[src/rtl/hss_defines.svh]
// offsets, field positions, reset values and timing counts of the home search sequencer
`ifndef HSS_DEFINES_SVH
`define HSS_DEFINES_SVH
`define HSS_REG_CTRL      8'h00
`define HSS_REG_METHOD    8'h04
`define HSS_REG_SPEED1    8'h08
`define HSS_REG_SPEED2    8'h0C
`define HSS_REG_RAMP      8'h10
`define HSS_REG_OFFSET    8'h14
`define HSS_REG_HOLD      8'h18
`define HSS_REG_TIMEOUT   8'h1C
`define HSS_REG_STATUS    8'h20
`define HSS_REG_IRQ_STAT  8'h24
`define HSS_REG_IRQ_MASK  8'h28
`define HSS_SRC_OFF       2'h0
`define HSS_SRC_POWERON   2'h1
`define HSS_SRC_TRIGGER   2'h2
`define HSS_SRC_NOW       2'h3
`define HSS_DIG_DIR       0
`define HSS_DIG_REF       4
`define HSS_DIG_AFTER_REF 8
`define HSS_DIG_AFTER_Z   12
`define HSS_METHOD_RST    16'h0000
`define HSS_SPEED1_RST    15'h01F4
`define HSS_SPEED1_MAX    15'h4E20
`define HSS_SPEED2_RST    15'h00C8
`define HSS_SPEED2_MAX    15'h2710
`define HSS_RAMP_RST      10'h000
`define HSS_RAMP_MAX      10'h3E8
`define HSS_HOLD_RST      15'h0064
`define HSS_HOLD_MIN      15'h0001
`define HSS_HOLD_MAX      15'h7530
`define HSS_TMO_RST       16'h2710
`define HSS_TMO_MIN       16'h000A
`define HSS_RAMP_FULL     32'h00004E20
`define HSS_IRQ_DONE      0
`define HSS_IRQ_ERR       1
`define HSS_CLK_NS        4
`define HSS_MS_NS         1000000
`define HSS_CYC_PER_MS    ((`HSS_MS_NS + `HSS_CLK_NS - 1) / `HSS_CLK_NS)
`endif

[src/rtl/hss_pkg.sv]
// types of the home search sequencer
`default_nettype none
package hss_pkg;
	typedef enum logic [2:0] {
		HSS_IDLE      = 3'b000,
		HSS_SEEK_REF  = 3'b001,
		HSS_SEEK_EDGE = 3'b010,
		HSS_STOPPING  = 3'b011,
		HSS_RETURN    = 3'b100,
		HSS_OFFSET    = 3'b101,
		HSS_DONE      = 3'b110,
		HSS_FAULT     = 3'b111
	} hss_state_t;
endpackage : hss_pkg
`default_nettype wire

[src/rtl/hss_ramp_if.sv]
// speed ramp request and answer between sequencer and ramp generator
`default_nettype none
interface hss_ramp_if;
	logic signed [15:0] target;
	logic signed [15:0] current;
	logic               at_target;
	logic        [9:0]  ramp_ms;
	modport seq  (output target, output ramp_ms, input current, input at_target);
	modport ramp (input target, input ramp_ms, output current, output at_target);
endinterface : hss_ramp_if
`default_nettype wire

[src/rtl/hss_ramp.sv]
// linear speed ramp generator
`default_nettype none
`include "hss_defines.svh"
module hss_ramp #(
	parameter int CYC_PER_MS = `HSS_CYC_PER_MS
) (
	input  wire logic clk,    // system clock
	input  wire logic rst_n,  // async reset, low
	hss_ramp_if.ramp  rif     // target in, speed out
);
	logic [31:0] acc;
	logic [31:0] span;

	if (CYC_PER_MS < 1 || CYC_PER_MS > 4000000) begin : g_bad_cyc
		$error("hss_ramp cycles per ms out of range");
	end

	// full scale speed is reached in ramp_ms milliseconds
	assign span = 32'(rif.ramp_ms) * 32'(CYC_PER_MS);
	assign rif.at_target = (rif.current == rif.target);

	always_ff @(posedge clk or negedge rst_n) begin
		if (!rst_n) begin
			acc         <= '0;
			rif.current <= '0;
		end else if (rif.ramp_ms == '0) begin
			acc         <= '0;
			rif.current <= rif.target;
		end else if (rif.at_target) begin
			acc <= '0;
		end else if (acc + `HSS_RAMP_FULL >= span) begin
			acc <= acc + `HSS_RAMP_FULL - span;
			if (rif.target > rif.current) begin
				rif.current <= rif.current + 16'sh0001;
			end else begin
				rif.current <= rif.current - 16'sh0001;
			end
		end else begin
			acc <= acc + `HSS_RAMP_FULL;
		end
	end

	a_ramp_bypass: assert property (@(posedge clk) disable iff (!rst_n)
		(rif.ramp_ms == '0) |=> rif.current == $past(rif.target))
		else $error("zero ramp time did not jump to target");
	a_ramp_single: assert property (@(posedge clk) disable iff (!rst_n)
		($past(rif.ramp_ms) != '0) |-> (rif.current - $past(rif.current)) inside {16'sh0000, 16'sh0001, 16'shFFFF})
		else $error("ramp stepped by more than one unit");
endmodule : hss_ramp
`default_nettype wire

[src/rtl/hss_sync.sv]
// three flip-flop pin synchroniser with agreement filter
`default_nettype none
module hss_sync #(
	parameter int W = 6
) (
	input  wire logic         clk,    // system clock
	input  wire logic         rst_n,  // async reset, low
	input  wire logic [W-1:0] pin,    // raw pins
	output logic      [W-1:0] level   // filtered levels
);
	logic [W-1:0] ff1;
	logic [W-1:0] ff2;
	logic [W-1:0] ff3;

	if (W < 1) begin : g_bad_w
		$error("hss_sync width must be positive");
	end

	always_ff @(posedge clk or negedge rst_n) begin
		if (!rst_n) begin
			ff1 <= '0;
			ff2 <= '0;
			ff3 <= '0;
		end else begin
			ff1 <= pin;
			ff2 <= ff1;
			ff3 <= ff2;
		end
	end

	// a bit moves only once the second and third stage agree
	always_ff @(posedge clk or negedge rst_n) begin
		if (!rst_n) begin
			level <= '0;
		end else begin
			for (int i = 0; i < W; i++) begin
				if (ff2[i] == ff3[i]) begin
					level[i] <= ff3[i];
				end
			end
		end
	end

	a_sync_agree: assert property (@(posedge clk) disable iff (!rst_n)
		(level != $past(level)) |-> ($past(level ^ ff3) & ~$past(ff2 ^ ff3)) == (level ^ $past(level)))
		else $error("level changed without stage agreement");
endmodule : hss_sync
`default_nettype wire

[src/rtl/hss_top.sv]
// home search sequencer with APB registers
//
// The APB interface to the registers and the placing of the registers were decided locally.
`default_nettype none
`include "hss_defines.svh"
module hss_top
	import hss_pkg::*;
#(
	parameter int CYC_PER_MS = `HSS_CYC_PER_MS
) (
	input  wire logic        pclk,                // 250 MHz clock
	input  wire logic        presetn,             // async reset, low
	input  wire logic [7:0]  paddr,               // APB address
	input  wire logic        psel,                // APB select
	input  wire logic        penable,             // APB enable
	input  wire logic        pwrite,              // APB direction
	input  wire logic [31:0] pwdata,              // APB write data
	output logic      [31:0] prdata,              // APB read data
	output logic             pready,              // APB ready
	output logic             pslverr,             // APB error
	input  wire logic        limit_fwd,           // forward travel limit pin
	input  wire logic        limit_rev,           // reverse travel limit pin
	input  wire logic        home_detector_input, // external detector pin
	input  wire logic        z_pulse,             // encoder Z pulse pin
	input  wire logic        start_trigger,       // start input pin
	input  wire logic        drive_enabled,       // drive enable state pin
	input  wire logic [31:0] encoder_pos,         // position, same clock
	output logic      [15:0] speed_cmd,           // signed speed, 0.1 rpm
	output logic             homing_busy,         // search running
	output logic             homing_done,         // completion signal
	output logic             homing_error,        // search aborted
	output logic      [31:0] home_position,       // located home
	output logic             irq                  // interrupt level
);
	hss_state_t state;
	hss_state_t after;
	logic [1:0]  start_src;
	logic [15:0] method;
	logic [14:0] speed1;
	logic [14:0] speed2;
	logic [9:0]  ramp_ms;
	logic [31:0] offset;
	logic [14:0] hold_ms;
	logic [15:0] tmo_ms;
	logic [1:0]  irq_stat;
	logic [1:0]  irq_mask;
	logic [21:0] div_cnt;
	logic        ms_tick;
	logic [15:0] ms_cnt;
	logic        tmr_clr;
	logic [5:0]  pins;
	logic [5:0]  pins_d;
	logic        pwr_pend;
	logic        imm_req;
	logic        seek_fwd;
	logic        move_fwd;
	logic        start;
	logic        busy;
	logic        ref_hit;
	logic        edge_hit;
	logic        reached;
	logic        abort;
	logic        wr_fire;
	logic        ev_done;
	logic        ev_err;
	logic [31:0] rd_val;
	logic signed [31:0] pos;
	logic signed [31:0] home;

	hss_ramp_if rif ();

	if (CYC_PER_MS < 2 || CYC_PER_MS > 4000000) begin : g_bad_cyc
		$error("cycles per ms out of range");
	end

	function automatic logic reg_hit(input logic [7:0] a);
		reg_hit = (a[1:0] == 2'h0) && (a <= `HSS_REG_IRQ_MASK);
	endfunction : reg_hit

	function automatic logic [3:0] digit(input logic [15:0] m, input int lsb);
		digit = m[lsb +: 4];
	endfunction : digit

	function automatic logic signed [31:0] goal_of(input hss_state_t st, input logic signed [31:0] h,
		input logic [31:0] off);
		goal_of = (st == HSS_RETURN) ? h : 32'(h + $signed(off));
	endfunction : goal_of

	function automatic logic [14:0] clamp15(input logic [31:0] v, input logic [14:0] lo, input logic [14:0] hi);
		if (v > 32'(hi)) begin
			clamp15 = hi;
		end else if (v < 32'(lo)) begin
			clamp15 = lo;
		end else begin
			clamp15 = v[14:0];
		end
	endfunction : clamp15

	hss_sync #(.W(6)) u_sync (
		.clk   (pclk),
		.rst_n (presetn),
		.pin   ({drive_enabled, start_trigger, z_pulse, home_detector_input, limit_rev, limit_fwd}),
		.level (pins)
	);

	hss_ramp #(.CYC_PER_MS(CYC_PER_MS)) u_ramp (
		.clk   (pclk),
		.rst_n (presetn),
		.rif   (rif)
	);

	assign pos     = $signed(encoder_pos);
	assign wr_fire = psel && penable && pready && pwrite && reg_hit(paddr);
	assign busy    = !(state inside {HSS_IDLE, HSS_DONE, HSS_FAULT});

	assign abort = busy && (!pins[5] || (ms_cnt >= tmo_ms));

	always_comb begin
		unique case (start_src)
			`HSS_SRC_POWERON: start = pwr_pend;
			`HSS_SRC_TRIGGER: start = pins[4] && !pins_d[4];
			`HSS_SRC_NOW:     start = imm_req;
			default:          start = 1'b0;
		endcase
		start = start && pins[5] && (state == HSS_IDLE);
	end

	// limits never reach the edge search; they stop and then go to the offset move
	always_comb begin
		unique case (digit(method, `HSS_DIG_REF))
			4'h0:    ref_hit = seek_fwd ? pins[0] : pins[1];
			4'h1:    ref_hit = pins[2];
			4'h2:    ref_hit = pins[3] && !pins_d[3];
			4'h3:    ref_hit = seek_fwd ? (pos >= 0) : (pos <= 0);
			default: ref_hit = 1'b0;
		endcase
	end

	assign edge_hit = (digit(method, `HSS_DIG_AFTER_REF) == 4'h3) ? (pins[2] && !pins_d[2])
		: (pins[3] && !pins_d[3]);
	assign reached  = move_fwd ? (pos >= goal_of(state, home, offset)) : (pos <= goal_of(state, home, offset));

	always_comb begin
		unique case (state)
			HSS_SEEK_REF:               rif.target = seek_fwd ? $signed({1'b0, speed1}) : -$signed({1'b0, speed1});
			HSS_SEEK_EDGE:              rif.target = seek_fwd ? $signed({1'b0, speed2}) : -$signed({1'b0, speed2});
			HSS_RETURN:                 rif.target = move_fwd ? $signed({1'b0, speed2}) : -$signed({1'b0, speed2});
			// zero offset: already at home, so no kick before the done state
			HSS_OFFSET:                 rif.target = (offset == '0) ? 16'sh0000
				: (move_fwd ? $signed({1'b0, speed2}) : -$signed({1'b0, speed2}));
			default:                    rif.target = 16'sh0000;
		endcase
	end
	assign rif.ramp_ms = ramp_ms;

	// restarting the divider too keeps every timed span at least its full length
	assign tmr_clr = start || (state == HSS_STOPPING && after == HSS_DONE && rif.at_target)
		|| (state == HSS_OFFSET && offset == '0);

	// millisecond enable
	always_ff @(posedge pclk or negedge presetn) begin
		if (!presetn) begin
			div_cnt <= '0;
			ms_tick <= 1'b0;
		end else if (tmr_clr) begin
			div_cnt <= '0;
			ms_tick <= 1'b0;
		end else begin
			ms_tick <= (div_cnt == 22'(CYC_PER_MS - 1));
			div_cnt <= (div_cnt == 22'(CYC_PER_MS - 1)) ? '0 : div_cnt + 22'h000001;
		end
	end

	// search timer, doubles as completion hold timer
	always_ff @(posedge pclk or negedge presetn) begin
		if (!presetn) begin
			ms_cnt <= '0;
		end else if (tmr_clr) begin
			ms_cnt <= '0;
		end else if (ms_tick && ms_cnt != 16'hFFFF) begin
			ms_cnt <= ms_cnt + 16'h0001;
		end
	end

	// start request bookkeeping; power-on start fires only once
	always_ff @(posedge pclk or negedge presetn) begin
		if (!presetn) begin
			pwr_pend <= 1'b1;
			imm_req  <= 1'b0;
			pins_d   <= '0;
		end else begin
			pins_d <= pins;
			// armed from reset until the first start or another source is chosen
			if (start || (wr_fire && paddr == `HSS_REG_CTRL && pwdata[1:0] != `HSS_SRC_POWERON)) begin
				pwr_pend <= 1'b0;
			end
			if (wr_fire && paddr == `HSS_REG_CTRL && pwdata[1:0] == `HSS_SRC_NOW) begin
				imm_req <= 1'b1;
			end else if (start || start_src != `HSS_SRC_NOW) begin
				imm_req <= 1'b0;
			end
		end
	end

	// sequencer
	always_ff @(posedge pclk or negedge presetn) begin
		if (!presetn) begin
			state    <= HSS_IDLE;
			after    <= HSS_IDLE;
			seek_fwd <= 1'b0;
			move_fwd <= 1'b0;
			home     <= '0;
		end else if (abort) begin
			state <= HSS_FAULT;
		end else begin
			unique case (state)
				HSS_IDLE: if (start) begin
					seek_fwd <= method[`HSS_DIG_DIR];
					state    <= HSS_SEEK_REF;
				end
				HSS_SEEK_REF: if (ref_hit) begin
					if (digit(method, `HSS_DIG_REF) == 4'h0 || digit(method, `HSS_DIG_AFTER_REF) == 4'h0) begin
						home  <= pos;
						after <= HSS_OFFSET;
						state <= HSS_STOPPING;
					end else begin
						seek_fwd <= (digit(method, `HSS_DIG_AFTER_REF) == 4'h2) ? seek_fwd : !seek_fwd;
						state    <= HSS_SEEK_EDGE;
					end
				end
				HSS_SEEK_EDGE: if (edge_hit) begin
					home  <= pos;
					after <= (digit(method, `HSS_DIG_AFTER_Z) == 4'h1) ? HSS_RETURN : HSS_OFFSET;
					state <= HSS_STOPPING;
				end
				HSS_STOPPING: if (rif.at_target) begin
					move_fwd <= goal_of(after, home, offset) > pos;
					state    <= after;
				end
				HSS_RETURN: if (reached) begin
					after <= HSS_OFFSET;
					state <= HSS_STOPPING;
				end
				HSS_OFFSET: if (offset == '0) begin
					state <= HSS_DONE;
				end else if (reached) begin
					after <= HSS_DONE;
					state <= HSS_STOPPING;
				end
				HSS_DONE: if (ms_cnt >= 16'(hold_ms)) begin
					state <= HSS_IDLE;
				end
				HSS_FAULT: if (rif.at_target) begin
					state <= HSS_IDLE;
				end
			endcase
		end
	end

	assign ev_done = (state == HSS_OFFSET && offset == '0) || (state == HSS_STOPPING && after == HSS_DONE
		&& rif.at_target && !abort);
	assign ev_err  = abort;

	// outputs
	always_ff @(posedge pclk or negedge presetn) begin
		if (!presetn) begin
			speed_cmd     <= '0;
			homing_busy   <= 1'b0;
			homing_done   <= 1'b0;
			homing_error  <= 1'b0;
			home_position <= '0;
			irq           <= 1'b0;
		end else begin
			speed_cmd     <= rif.current;
			homing_busy   <= busy;
			homing_done   <= (state == HSS_DONE);
			home_position <= 32'(home + $signed(offset));
			irq           <= |(irq_stat & irq_mask);
			if (ev_err) begin
				homing_error <= 1'b1;
			end else if (start) begin
				homing_error <= 1'b0;
			end
		end
	end

	// settings; out-of-range writes clamp to the nearest limit
	always_ff @(posedge pclk or negedge presetn) begin
		if (!presetn) begin
			start_src <= `HSS_SRC_OFF;
			method    <= `HSS_METHOD_RST;
			speed1    <= `HSS_SPEED1_RST;
			speed2    <= `HSS_SPEED2_RST;
			ramp_ms   <= `HSS_RAMP_RST;
			offset    <= '0;
			hold_ms   <= `HSS_HOLD_RST;
			tmo_ms    <= `HSS_TMO_RST;
			irq_mask  <= '0;
		end else if (wr_fire) begin
			unique case (paddr)
				`HSS_REG_CTRL:     start_src <= pwdata[1:0];
				`HSS_REG_METHOD:   method    <= pwdata[15:0];
				`HSS_REG_SPEED1:   speed1    <= clamp15(pwdata, 15'h0000, `HSS_SPEED1_MAX);
				`HSS_REG_SPEED2:   speed2    <= clamp15(pwdata, 15'h0000, `HSS_SPEED2_MAX);
				`HSS_REG_RAMP:     ramp_ms   <= (pwdata > 32'(`HSS_RAMP_MAX)) ? `HSS_RAMP_MAX : pwdata[9:0];
				`HSS_REG_OFFSET:   offset    <= (pwdata == 32'h80000000) ? 32'h80000001 : pwdata;
				`HSS_REG_HOLD:     hold_ms   <= clamp15(pwdata, `HSS_HOLD_MIN, `HSS_HOLD_MAX);
				`HSS_REG_TIMEOUT:  tmo_ms    <= (pwdata[15:0] < `HSS_TMO_MIN || pwdata[31:16] != '0)
					? ((pwdata[31:16] != '0) ? 16'hFFFF : `HSS_TMO_MIN) : pwdata[15:0];
				`HSS_REG_IRQ_MASK: irq_mask  <= pwdata[1:0];
				default: ;
			endcase
		end
	end

	// sticky events; a set in the clearing cycle wins
	always_ff @(posedge pclk or negedge presetn) begin
		if (!presetn) begin
			irq_stat <= '0;
		end else begin
			irq_stat <= (irq_stat & ~((wr_fire && paddr == `HSS_REG_IRQ_STAT) ? pwdata[1:0] : 2'h0))
				| {ev_err, ev_done};
		end
	end

	always_comb begin
		unique case (paddr)
			`HSS_REG_CTRL:     rd_val = {30'h00000000, start_src};
			`HSS_REG_METHOD:   rd_val = {16'h0000, method};
			`HSS_REG_SPEED1:   rd_val = {17'h00000, speed1};
			`HSS_REG_SPEED2:   rd_val = {17'h00000, speed2};
			`HSS_REG_RAMP:     rd_val = {22'h000000, ramp_ms};
			`HSS_REG_OFFSET:   rd_val = offset;
			`HSS_REG_HOLD:     rd_val = {17'h00000, hold_ms};
			`HSS_REG_TIMEOUT:  rd_val = {16'h0000, tmo_ms};
			`HSS_REG_STATUS:   rd_val = {25'h0000000, homing_error, homing_done, busy, 1'b0, state};
			`HSS_REG_IRQ_STAT: rd_val = {30'h00000000, irq_stat};
			`HSS_REG_IRQ_MASK: rd_val = {30'h00000000, irq_mask};
			default:           rd_val = 32'h00000000;
		endcase
	end

	// one wait state: ready rises in the second access cycle
	always_ff @(posedge pclk or negedge presetn) begin
		if (!presetn) begin
			pready  <= 1'b0;
			pslverr <= 1'b0;
			prdata  <= '0;
		end else begin
			pready  <= psel && penable && !pready;
			pslverr <= psel && penable && !pready && !reg_hit(paddr);
			if (psel && penable && !pready && !pwrite) begin
				prdata <= reg_hit(paddr) ? rd_val : 32'h00000000;
			end
		end
	end

	a_src_now: assert property (@(posedge pclk) disable iff (!presetn)
		(state == HSS_IDLE && start_src == `HSS_SRC_NOW && imm_req && pins[5]) |=> state == HSS_SEEK_REF)
		else $error("immediate start not taken");
	a_first_dir: assert property (@(posedge pclk) disable iff (!presetn)
		(state == HSS_IDLE && start) |=> seek_fwd == $past(method[0]))
		else $error("first search direction wrong");
	a_z_reference: assert property (@(posedge pclk) disable iff (!presetn)
		(state == HSS_SEEK_REF && method[7:4] == 4'h2 && pins[3] && !pins_d[3] && !abort) |=> state != HSS_SEEK_REF)
		else $error("Z reference missed");
	a_opposite_dir: assert property (@(posedge pclk) disable iff (!presetn)
		(state == HSS_SEEK_REF && ref_hit && !abort && method[7:4] != 4'h0 && method[11:8] == 4'h1)
		|=> (state == HSS_SEEK_EDGE) && (seek_fwd != $past(seek_fwd)))
		else $error("second search not reversed");
	a_det_edge: assert property (@(posedge pclk) disable iff (!presetn)
		(state == HSS_SEEK_EDGE && method[11:8] == 4'h3 && pins[2] && !pins_d[2] && !abort)
		|=> state == HSS_STOPPING && home == $past(pos))
		else $error("detector edge not taken as origin");
	a_turn_back: assert property (@(posedge pclk) disable iff (!presetn)
		(state == HSS_SEEK_EDGE && edge_hit && !abort && method[15:12] == 4'h1) |=> after == HSS_RETURN)
		else $error("turn back not scheduled");
	a_speed_bounds: assert property (@(posedge pclk) disable iff (!presetn)
		speed1 <= `HSS_SPEED1_MAX && speed2 <= `HSS_SPEED2_MAX)
		else $error("search speed beyond range");
	a_zero_offset: assert property (@(posedge pclk) disable iff (!presetn)
		(state == HSS_OFFSET && offset == '0 && !abort) |=> state == HSS_DONE ##1 home_position == $past(home, 2))
		else $error("zero offset did not complete at home");
	a_done_level: assert property (@(posedge pclk) disable iff (!presetn)
		$rose(state == HSS_DONE) |=> homing_done [*2])
		else $error("completion signal not held");
	a_stop_held: assert property (@(posedge pclk) disable iff (!presetn)
		(state == HSS_DONE) |-> rif.target == 16'sh0000 && rif.current == 16'sh0000)
		else $error("motor not stopped at home");
	a_timeout: assert property (@(posedge pclk) disable iff (!presetn)
		(busy && ms_cnt >= tmo_ms) |=> state == HSS_FAULT ##1 homing_error)
		else $error("timeout did not abort");
endmodule : hss_top
`default_nettype wire

[config.mk]
export PLATFORM = sky130hd
export DESIGN_NAME = hss_top
export DESIGN_NICKNAME = d
export VERILOG_FILES = /design/src/rtl/hss_pkg.sv /design/src/rtl/hss_ramp_if.sv /design/src/rtl/hss_ramp.sv /design/src/rtl/hss_sync.sv /design/src/rtl/hss_top.sv
export VERILOG_INCLUDE_DIRS = /design/src /design/src/rtl
export SDC_FILE = /design/constraint.sdc
export NUM_CORES = 1
export LEC_CHECK = 0
export ABC_AREA = 0
export BUFFER_PORTS_ARGS = -buffer_cell sky130_fd_sc_hd__buf_2
export CORE_MARGIN = 5
export CORE_UTILIZATION = 45
export CTS_CLUSTER_SIZE = 16
export DETAILED_ROUTE_END_ITERATION = 6
export GPL_TIMING_DRIVEN = 0
export PLACE_DENSITY_LB_ADDON = 0.1
export RECOVER_POWER = 100
export SLEW_MARGIN = 10
export SYNTH_ARGS = -nofsm -noshare
export SYNTH_HDL_FRONTEND = slang
export SYNTH_SLANG_ARGS = --single-unit
[constraint.sdc]
create_clock -name pclk -period 6.28 [get_ports pclk]
set_input_delay 1.256 -clock pclk [delete_from_list [all_inputs] [get_ports pclk]]
set_output_delay 1.256 -clock pclk [all_outputs]
set_load 0.1 [all_outputs]
==> summary.txt, run 1 <==
Finish
  • Final Instance Area: 29000 um2
  • Fill cells: between 5000 and 6000
  • NumNets Final: about 3400
  • Share of cells above drive strength 1: approximately 12%
  • N_diodes: 0
  • Final core utilization: 52.74%
  • Multi-input gate area: 15180 um2
  • Synth-to-Final Area Change: 16.40%
  • Register area: 9125 um2

GRT
  • Vias in the first global route: 21620
  • Initial antenna violation count: 1
  • Gr usage total: 27.06%
  • Gr ovfl total: 0
  • First-pass GRT wire length: 127400 um
  • Largest net degree at the start of global routing: 104

Setup path
  • Critical Path RT: a little under 7 ns
  • CP Data Arrival Time: around 6.6 ns
  • Slowest cell on the critical path: dfrtp_2
  • Critical path cell sequence: fa_1 > ha_1 > fa_1 > fa_1 > ha_1 > ha_1 > and3_1 > a31oi_2 > a211o_1 > o21bai_1 > a21oi_2 > xor2_4 > ha_4 > buf_4 > a21o_1 > a21oi_4 > o2111ai_4 > buf_6 > and2_0 > buf_4 > xor2_1 > nand2_1 > o21ai_1
  • WS Path Type: register to register
  • Crit path max fanout: 9
  • Max stage delay on crit path: 0.53 ns
  • Buffers & Inverters on Critical Path: 3
  • CP Capture Type: register
  • Startpoint types: register
  • Delay-heaviest family, CP: adder cells

Place
  • Port bufs: 165
  • Post-DP HPWL: 63700 um
  • Placed cell area: 26790 um2
  • Routability cong.: 0.9763

Floorplanning
  • Initial Utilization: 45.30%
  • Die area: 60160 um2
  • Die Y: 245.3 um
  • Die width: 245.3 um
  • IO Count: 169
  • Area of the core: 54990 um2
  • # rows: 86

Drt
  • Initial DRC count: 1817
  • DRC violations left: 0
  • Antenna Nets Post-Route: 0
  • Via/cell ratio: 5.879
  • Initial DRT Pass Iterations: 6
  • Final wirelength: 84160 um
  • Avg WL per Cell: 22.26 um
  • Via count: 22230

Yosys
  • Yosys cell types: 84
  • Post-synth EDFFs: 0
  • Syn Nets: approximately 3100
  • Mean Syn Cell Area: 9.068 um2
  • Sequential fraction of the synthesis area: roughly 37%
  • Largest family of logic cells by synthesized area: compound AO/OA/AOI/OAI gates
  • Synth Area in Compound Gates: 17.82%
  • Synth Instances: 2747
  • Synth Warn #: 0
  • Async SR Flop Fraction: 100.0%
  • Post-synthesis mux area share: 3.265%
  • Top_reg_cell synth: dfrtp_1
  • Synth Area in Adders: 15.60%
  • Simple-Gate Fraction of Synth Area: 16.87%
  • Yosys reg bits: between 300 and 400
  • XOR/XNOR share of the synthesized area: 5.550%
  • Post-synthesis instance area: roughly 25000 um2

STA
  • Final worst-path cycle share: 97.78%
  • Min Tclk post-route: ~6.1 ns
  • Layout Skew: 0.02319 ns
  • F_max: 162.9 MHz
  • Fin. Hold Viols: 0
  • RSZ-0062 raised after global routing: yes
  • Rel. slew slack: -213.2%
  • Slew @ Worst Pin: 4.698 ns
  • Max-slew violations: between 100 and 150
  • Hold slack: 0.3507 ns
  • Final setup fails: 0

Power
  • Comb pwr share: 55.0%
  • Clock network fraction of total power: 21.1%
  • Psw: roughly 0.0061 W
  • Pint: 0.006785 W
  • Leakage power: 13.55 nW
  • Switching share of total power: 47.24%
  • Sequential group share of total power: 23.8%
  • PD cells: ~440 nW/um2
  • Worst-case vdd ir drop: a little over 0.3 mV

Run
  • Max_cap viols: 2

Min path
  • HP Class: register to register

CTS
  • H-tree depth reported by CTS: 2
  • Clock root buffer: clkbuf_16
  • Hold Buf Count CTS: 0
  • CTS max path bufs: 3
  • CTS tree: yes
  • Clock sinks: between 300 and 400
  • CTS clk-pin slew, worst paths: 0.06 ns
  • Clock latency on the worst-skew pair: a little over 0.6 ns
  • Num CTS Buffers: 45

Run status
  • Outcome: finished with violations
  • Failing checks: max-capacitance violations, max-slew violations
[sequential cells by signal (all words and copies together) (netlist names), 10 cells and up]
name                cells
ramp_ms                10
prdata                 32
speed1                 15
speed2                 15
hold_ms                15
offset                 32
home_position          32
method                 16
u_ramp.rif.current     16
home                   32
u_ramp.acc             28
tmo_ms                 16
div_cnt                22
ms_cnt                 16
speed_cmd              16
[final timing paths]
kind                                              start                                 to  slack, ns  cells after the start
min in group asynchronous                       presetn             speed_cmd[7]$_DFF_PN0_       2.59                      1
worst max register to register   ramp_ms[6]$_DFFE_PN0P_  u_ramp.rif.current[0]$_DFFE_PN0P_       0.14                     23
worst min register to register  u_sync.ff1[5]$_DFF_PN0_            u_sync.ff2[5]$_DFF_PN0_       0.35                      0
worst min-delay path            u_sync.ff1[5]$_DFF_PN0_            u_sync.ff2[5]$_DFF_PN0_       0.35                      0
worst max-delay path             ramp_ms[6]$_DFFE_PN0P_  u_ramp.rif.current[0]$_DFFE_PN0P_       0.14                     23
max in group asynchronous                       presetn              ms_cnt[3]$_DFFE_PN0P_       0.94                      3
[power by group through the flow]
stage	Combinational, W	Clock [W]	Sequential (W)
2_1_floorplan	0.00414	0	0.00396
3_3_place_gp	0.00651	0	0.00308
3_5_place_dp	0.00665	0	0.00309
4_1_cts	0.00688	0.00276	0.00305
5_1_grt	0.00776	0.00286	0.00311
6_report	0.00708	0.00271	0.00307
[cell usage in the layout, fill, tap and decap left out, types with 20 or more instances in the layout]
cell type and instances:
inv_1 174, mux2_2 28, xor2_1 55, clkbuf_16 45
mux2i_1 46, a22o_1 60, buf_2 77, a21oi_1 122
o21ai_0 166, nand4_1 52, clkbuf_1 182, buf_4 32
a21o_1 56, nand2b_1 25, ha_1 254, nor4_1 26
nor3_1 58, nor2_1 237, dfrtp_1 330, a22oi_1 24
nand3_1 66, o21a_1 22, fa_1 28, xnor2_1 98
a221oi_1 20, a31oi_1 28, nand2_1 312
[cell usage after synthesis (all sizes together) (12+ instances only)]
cell    count  area, um2
a211oi     14      105.1
a21o       57      429.2
a21oi     135      683.2
a221oi     21      183.9
a22o       60      525.5
a22oi      24      180.2
a31oi      32      200.2
and2       12      75.08
and3       17      107.6
buf        16      75.07
clkbuf     87      327.8
dfrtp     345       8633
dfstp      18      473.0
fa         28      560.5
ha        261       3266
inv       180      678.2
mux2       29      330.3
mux2i      46      460.4
nand2     313       1175
nand2b     26      162.7
nand3      68      340.3
nand4      52      325.3
nor2      243      912.1
nor2b      16      100.1
nor3       61      305.3
nor4       35      225.2
o211ai     13      97.59
o21a       22      165.2
o21ai     175      887.1
o21bai     14      105.1
or3        17      106.4
xnor2     100      875.8
xor2       57      506.7
[cell families after synthesis]
family | after synthesis
buffers and inverters | 283
AOI/OAI and AO/OA | 666
and+or+nand+nor | 907
xor gates and xnor gates | 157
adders and majority gates | 295
DFF | 363
muxes | 76
[worst register-to-register path: stages, from the launching register on]
cell and delay [ns]:
dfrtp_2 0.53, fa_1 0.50, ha_1 0.34, fa_1 0.49, fa_1 0.50, ha_1 0.31, ha_1 0.39, and3_1 0.23
a31oi_2 0.21, a211o_1 0.21, o21bai_1 0.09, a21oi_2 0.23, xor2_4 0.28, ha_4 0.26, buf_4 0.15, a21o_1 0.18
a21oi_4 0.20, o2111ai_4 0.19, buf_6 0.17, and2_0 0.13, buf_4 0.15, xor2_1 0.14, nand2_1 0.07, o21ai_1 0.07
[per-layer routing]
layer  part of all wire [%]  track usage [%]  wire (um)
met5                      0                0          0
met4                    3.2            8.432       2730
met3                    9.1            7.731       7657
met2                     42            39.75      35710
met1                     45            38.77      38060
[what timing repair did]
item                                    in CTS  in global routing
gates resized for setup                     65                 68
endpoints found under the setup margin      44                 43
pin swaps                                   22                 23
buffers inserted                            24                  9
gates cloned                                 1                  1
[final cells by class]
class                           instances  share of cell area [%]
Buffer                                102                   1.523
Clock buffer                           63                   4.496
Clock inverter                         20                  0.8414
Sequential cell                       363                   31.47
Timing Repair Buffer                  204                   3.745
Multi-Input combinational cell       2101                   52.34
Tap cell                              748                   3.228
Inverter                              180                   2.356
[per-stage QoR]
step	setup TNS, ns	worst slack [ns]	power (W)	instances
6_report	0	0.1394	0.01286	3781
4_1_cts	0	0.004184	0.01270	3772
2_1_floorplan	0	0.009058	0.008100	2747
3_5_place_dp	-48.41	-1.350	0.009732	3664
3_3_place_gp	-1198.36	-4.038	0.009587	3660
5_1_grt	-5.871	-0.1589	0.01373	3781
Note: power is estimated with default switching activity, not from simulation.
==> run 2: changes to the inputs <==
- CORE_MARGIN: 5 -> not set
- CTS_CLUSTER_DIAMETER: not set -> 150
- PLACE_DENSITY_LB_ADDON: 0.1 -> 0.08
==> summary.txt, run 2 (synthesized netlist as in run 1, its figures left out) <==
Floorplanning
  • IO Count: 169
  • Die width: 237.3 um
  • Die area: 56300 um2
  • Area of the core: between 50000 and 60000 um2
  • # rows: 85
  • Die Y: 237.3 um
  • Initial Utilization: 45.93%

Setup path
  • CP Capture Type: register
  • Max stage delay on crit path: 0.55 ns
  • WS Path Type: register to register
  • RR Endpoint: u_ramp.acc[22]$_DFF_PN0_
  • Critical Path RT: 6.79 ns
  • Slowest cell on the critical path: fa_1
  • CP Data Arrival Time: 6.69 ns
  • Delay-heaviest family, CP: adder cells
  • Reg2Reg Setup Slack: 0.1 ns
  • Most frequent CP cell: fa_1
  • Crit path max fanout: 7
  • Reg2reg path depth: 28
  • Startpoint types: register
  • R2r startpoint: ramp_ms[3]$_DFFE_PN0P_
  • Buffers & Inverters on Critical Path: 6
  • Worst Setup SP: ramp_ms[3]$_DFFE_PN0P_

Drt
  • Via count: approximately 22000
  • Avg WL per Cell: roughly 22 um
  • Antenna Nets Post-Route: 0
  • Final wirelength: roughly 80000 um
  • DRC violations left: 0
  • Initial DRT Pass Iterations: 6
  • Via/cell ratio: about 6.0
  • Initial DRC count: 2275

STA
  • Fin. Hold Viols: 0
  • F_max: 161.7 MHz
  • Final worst-path cycle share: between 90% and 100%
  • Min Tclk post-route: 6.184 ns
  • Fin worst setup slack: 0.09638 ns
  • RSZ-0062 raised after global routing: yes
  • Rel. slew slack: -201.8%
  • Final setup fails: 0
  • Max-slew violations: 81
  • Slew @ Worst Pin: roughly 4.5 ns
  • Layout Skew: around 0.04 ns

Finish
  • Leading cell types in the layout, fill and taps excluded: dfrtp_1 (330), nand2_1 (312), ha_1 (251)
  • NumNets Final: 3365
  • Fill cells: 5116
  • Synth-to-Final Area Change: 14.06%
  • N_diodes: 0
  • Final core utilization: 52.38%
  • Commonest non-fill, non-tap cell in the layout: dfrtp_1
  • Share of cells above drive strength 1: 11.15%

CTS
  • Clock latency on the worst-skew pair: just over 0.6 ns
  • CTS tree: yes
  • H-tree depth reported by CTS: 1
  • Hold Buf Count CTS: 0
  • Clock root buffer: clkbuf_16
  • CTS clk-pin slew, worst paths: about 0.08 ns
  • Num CTS Buffers: 26
  • Clock sinks: roughly 360
  • CTS max path bufs: 3

GRT
  • Gr usage total: 28.82%
  • Largest net degree at the start of global routing: between 100 and 150
  • Vias in the first global route: between 20000 and 25000
  • Met2 usage: between 40% and 50%
  • Initial antenna violation count: 0
  • M3 GR Usage: about 4.3%
  • Most used routing layer: met2
  • First-pass GRT wire length: 125800 um
  • Gr ovfl total: 0
  • Met1 Usage GRT: 42.83%

Power
  • PD cells: 426.1 nW/um2
  • Worst-case vdd ir drop: 0.3004 mV
  • Leakage power: 13.25 nW

Min path
  • Worst Hold Launch: u_sync.ff1[0]$_DFF_PN0_
  • Worst Hold End: u_sync.ff2[0]$_DFF_PN0_
  • Hold Path Depth: 0
  • HP Class: register to register

Run status
  • Failing checks: max-capacitance violations, max-slew violations
  • Outcome: finished with violations

Run
  • Max_cap viols: 1

Place
  • Post-DP HPWL: 62610 um
  • Dpl ws: -1.392 ns
  • Port bufs: 165
  • Routability cong.: 1.000
run 2: where the power goes:
part / switching [W] / internal, W
registers: 0.000333 / 0.00273
clock network: 0.000904 / 0.000785
logic: 0.00473 / 0.00263
total: 0.00596 / 0.00614
run 2: how the worst max path moves through the flow:
stage,end,slack [ns],depth (start not counted)
CTS,u_ramp.rif.current[13]$_DFFE_PN0P_,0.008,28
detailed placement,u_ramp.rif.current[7]$_DFFE_PN0P_,-1.39,27
global placement,ramp_ms[1]$_DFFE_PN0P_,-4.01,1
floorplan,u_ramp.rif.current[14]$_DFFE_PN0P_,0.009,27
finish,u_ramp.acc[22]$_DFF_PN0_,0.1,28
global route,u_ramp.acc[22]$_DFF_PN0_,-0.17,24
run 2: worst register-to-register path: cells and delay by family (launching register included):
kind | cells | cell delay [ns]
adder cells (fa/ha/maj) | 7 | 2.79
AO/OA/AOI/OAI | 9 | 1.47
AND/OR/NAND/NOR | 5 | 0.74
buffers and inverters | 6 | 0.56
flip-flops | 1 | 0.38
XOR/XNOR | 1 | 0.20
run 2: layout make-up:
class	instances	area [um2]	share of cell area (%)
tap	696	870.8	3.065
timing repair buffer	218	1186	4.175
clock buffer	46	725.7	2.554
inverter	180	685.7	2.413
buffer	102	449.2	1.581
multi-input combinational	2102	15350	54.01
clock inverter	2	23.77	0.08367
sequential	363	9125	32.12
run 2: metal layers:
layer  wire (um)  up-vias  part of all wire, %
met5           0        -                    0
met4        1798        0                  2.2
met3        6713      118                  8.2
met2       35680      886                   43
met1       38120    10930                   46
li1            -    10310                    -
run 2: repair_timing:
item                                   in CTS  in global routing
endpoints found under the hold margin       0                  0
pin swaps                                  25                 23
resized for setup                          64                 98
buffers inserted                           24                 23
setup endpoints to repair                  44                 43
cloned                                      1                  2
run 2: per-stage QoR:
step                      power [W]  setup TNS (ns)  hold WS (ns)  instance area (um2)  cells
after floorplan            0.008100               0        0.3312                24920   2747
after global placement     0.009561        -1201.07        0.3327                26610   3608
after detailed placement   0.009718          -51.33        0.3362                26720   3612
after CTS                   0.01160               0        0.3531                27950   3684
after global routing        0.01298          -3.560        0.3546                28410   3709
final                       0.01211               0        0.3521                28410   3709
==> run 3: changes to the inputs <==
- CORE_UTILIZATION: 45 -> 25
==> summary.txt, run 3 (synthesized netlist as in run 1, its figures left out) <==
Run status
  • Outcome: finished with violations
  • Failing checks: max-capacitance violations, max-slew violations

GRT
  • Vias in the first global route: 21910
  • Gr ovfl total: 0
  • Initial antenna violation count: 2
  • Gr usage total: 18.86%
  • First-pass GRT wire length: 145300 um
  • Largest net degree at the start of global routing: 97

Power
  • Leakage power: 13.29 nW
  • Worst-case vdd ir drop: ~0.24 mV
  • PD cells: ~420 nW/um2
  • Tot Pwr: 0.01223 W

Floorplanning
  • Die width: 317.7 um
  • Die Y: 317.7 um
  • Initial Utilization: 25.27%
  • # rows: about 120
  • Area of the core: roughly 99000 um2
  • IO Count: roughly 170
  • Die area: 100900 um2

CTS
  • CTS clk-pin slew, worst paths: 0.08 ns
  • Clock latency on the worst-skew pair: 0.63 ns
  • Hold Buf Count CTS: 0
  • CTS tree: yes
  • Num CTS Buffers: 26
  • Clock root buffer: clkbuf_16
  • CTS max path bufs: 3
  • H-tree depth reported by CTS: 1
  • Clock sinks: 363

STA
  • Rel. slew slack: -79.13%
  • Final setup fails: 0
  • Final setup TNS: 0 ns
  • Slew @ Worst Pin: 2.687 ns
  • Layout Skew: approximately 0.037 ns
  • F_max: 159.4 MHz
  • Fin. Hold Viols: 0
  • Min Tclk post-route: between 6 and 7 ns
  • Fin worst setup slack: 0.005840 ns
  • Final worst-path cycle share: 99.91%
  • Max-slew violations: 174
  • RSZ-0062 raised after global routing: yes
  • Hold slack: 0.3533 ns

Drt
  • Via count: 21960
  • DRC violations left: 0
  • Via/cell ratio: 5.100
  • Initial DRT Pass Iterations: 5
  • Avg WL per Cell: 22.60 um
  • Antenna Nets Post-Route: 0
  • Final wirelength: 97320 um
  • Initial DRC count: 1718

Setup path
  • Critical Path RT: approximately 6.8 ns
  • Worst Setup SP: ramp_ms[1]$_DFFE_PN0P_
  • CP Data Arrival Time: between 6 and 7 ns
  • R2r startpoint: ramp_ms[1]$_DFFE_PN0P_
  • Startpoint types: register
  • CP Capture Type: register
  • Crit path max fanout: 5
  • WS Path Type: register to register

Finish
  • N_diodes: 0
  • Final Instance Area: 29230 um2
  • NumNets Final: 3372
  • Share of cells above drive strength 1: 11.19%
  • Synth-to-Final Area Change: 17.35%
  • Leading cell types in the layout, fill and taps excluded: dfrtp_1 (326), nand2_1 (311), ha_1 (251)
  • Fill cells: 10430
  • Commonest non-fill, non-tap cell in the layout: dfrtp_1

Place
  • Routability cong.: 0.8674
  • Dpl ws: -1.554 ns
  • Post-DP HPWL: 75450 um
  • Placed cell area: roughly 27000 um2
  • Port bufs: ~170

Min path
  • HP Class: register to register
  • Worst Hold Launch: u_sync.ff1[1]$_DFF_PN0_

Run
  • Max_cap viols: 2
[run 3: changes by cell type in the layout (fill, tap and decap cells not counted), moves of 4 or more]
cell and delta:
a211oi_1 +4, buf_6 -4, buf_4 +12, a211oi_2 -4
nor2_2 -4, a21oi_2 -5, a21oi_1 +5, dfrtp_2 +4
nor2_1 +5, dfrtp_1 -4
[run 3: final timing paths]
path,slack [ns],depth (start not counted),endpoint
setup / recovery,0.006,27,u_ramp.acc[22]$_DFF_PN0_
hold reg to reg,0.35,0,u_sync.ff2[1]$_DFF_PN0_
hold / removal,0.35,0,u_sync.ff2[1]$_DFF_PN0_
setup reg to reg,0.006,27,u_ramp.acc[22]$_DFF_PN0_
max in group asynchronous,0.94,4,offset[12]$_DFFE_PN0P_
min in group asynchronous,0.44,1,speed_cmd[6]$_DFF_PN0_
[run 3: repair_timing]
action	4_1_cts	5_1_grt
setup endpoints to repair	44	45
cloned	1	0
pin swaps	31	32
resized for setup	96	58
buffers inserted	35	20
[run 3: metrics by stage]
stage | cells | utilization, %
finish | 4307 | 29.66
global route | 4307 | 29.66
CTS | 4287 | 29.43
detailed placement | 4204 | 27.90
global placement | 4199 | 27.75
floorplan | 2747 | -
[run 3: final cells by class]
cell class / instances / area [um2] / area share (%)
Buffer: 102 / 441.7 / 1.511
Clock buffer: 46 / 725.7 / 2.483
Clock inverter: 2 / 60.06 / 0.2055
Inverter: 180 / 686.9 / 2.350
Multi-Input combinational cell: 2101 / 15330 / 52.44
Sequential cell: 363 / 9130 / 31.23
Tap cell: 1287 / 1610 / 5.509
Timing Repair Buffer: 226 / 1247 / 4.267
[run 3: layer usage]
layer  vias up  track usage (%)  wire (um)
met5         -                0         23
met4         4            3.571       1932
met3        90            1.955       3955
met2       516            29.27      42710
met1     11020            28.19      48690
li1      10340                -          -
[run 3: report_power, final]
part           internal [W]  switching [W]
registers           0.00273       0.000373
logic               0.00258        0.00475
clock network      0.000831       0.000971
total               0.00614        0.00609
[run 3: worst max-delay path, cell delays in order (launching register included)]
cell and delay, ns:
dfrtp_2 0.41, inv_4 0.06, fa_1 0.55, inv_2 0.06
ha_4 0.21, fa_1 0.47, inv_1 0.05, fa_1 0.44
fa_1 0.50, inv_2 0.05, ha_4 0.23, nor3_4 0.17
nor2_2 0.08, a31oi_2 0.21, a211o_1 0.22, o21bai_1 0.09
a21oi_2 0.25, xor2_4 0.29, ha_4 0.26, buf_4 0.15
a21o_1 0.18, a21oi_4 0.19, o2111ai_4 0.22, buf_4 0.20
buf_6 0.12, buf_4 0.14, a41oi_1 0.20, a31oi_1 0.11
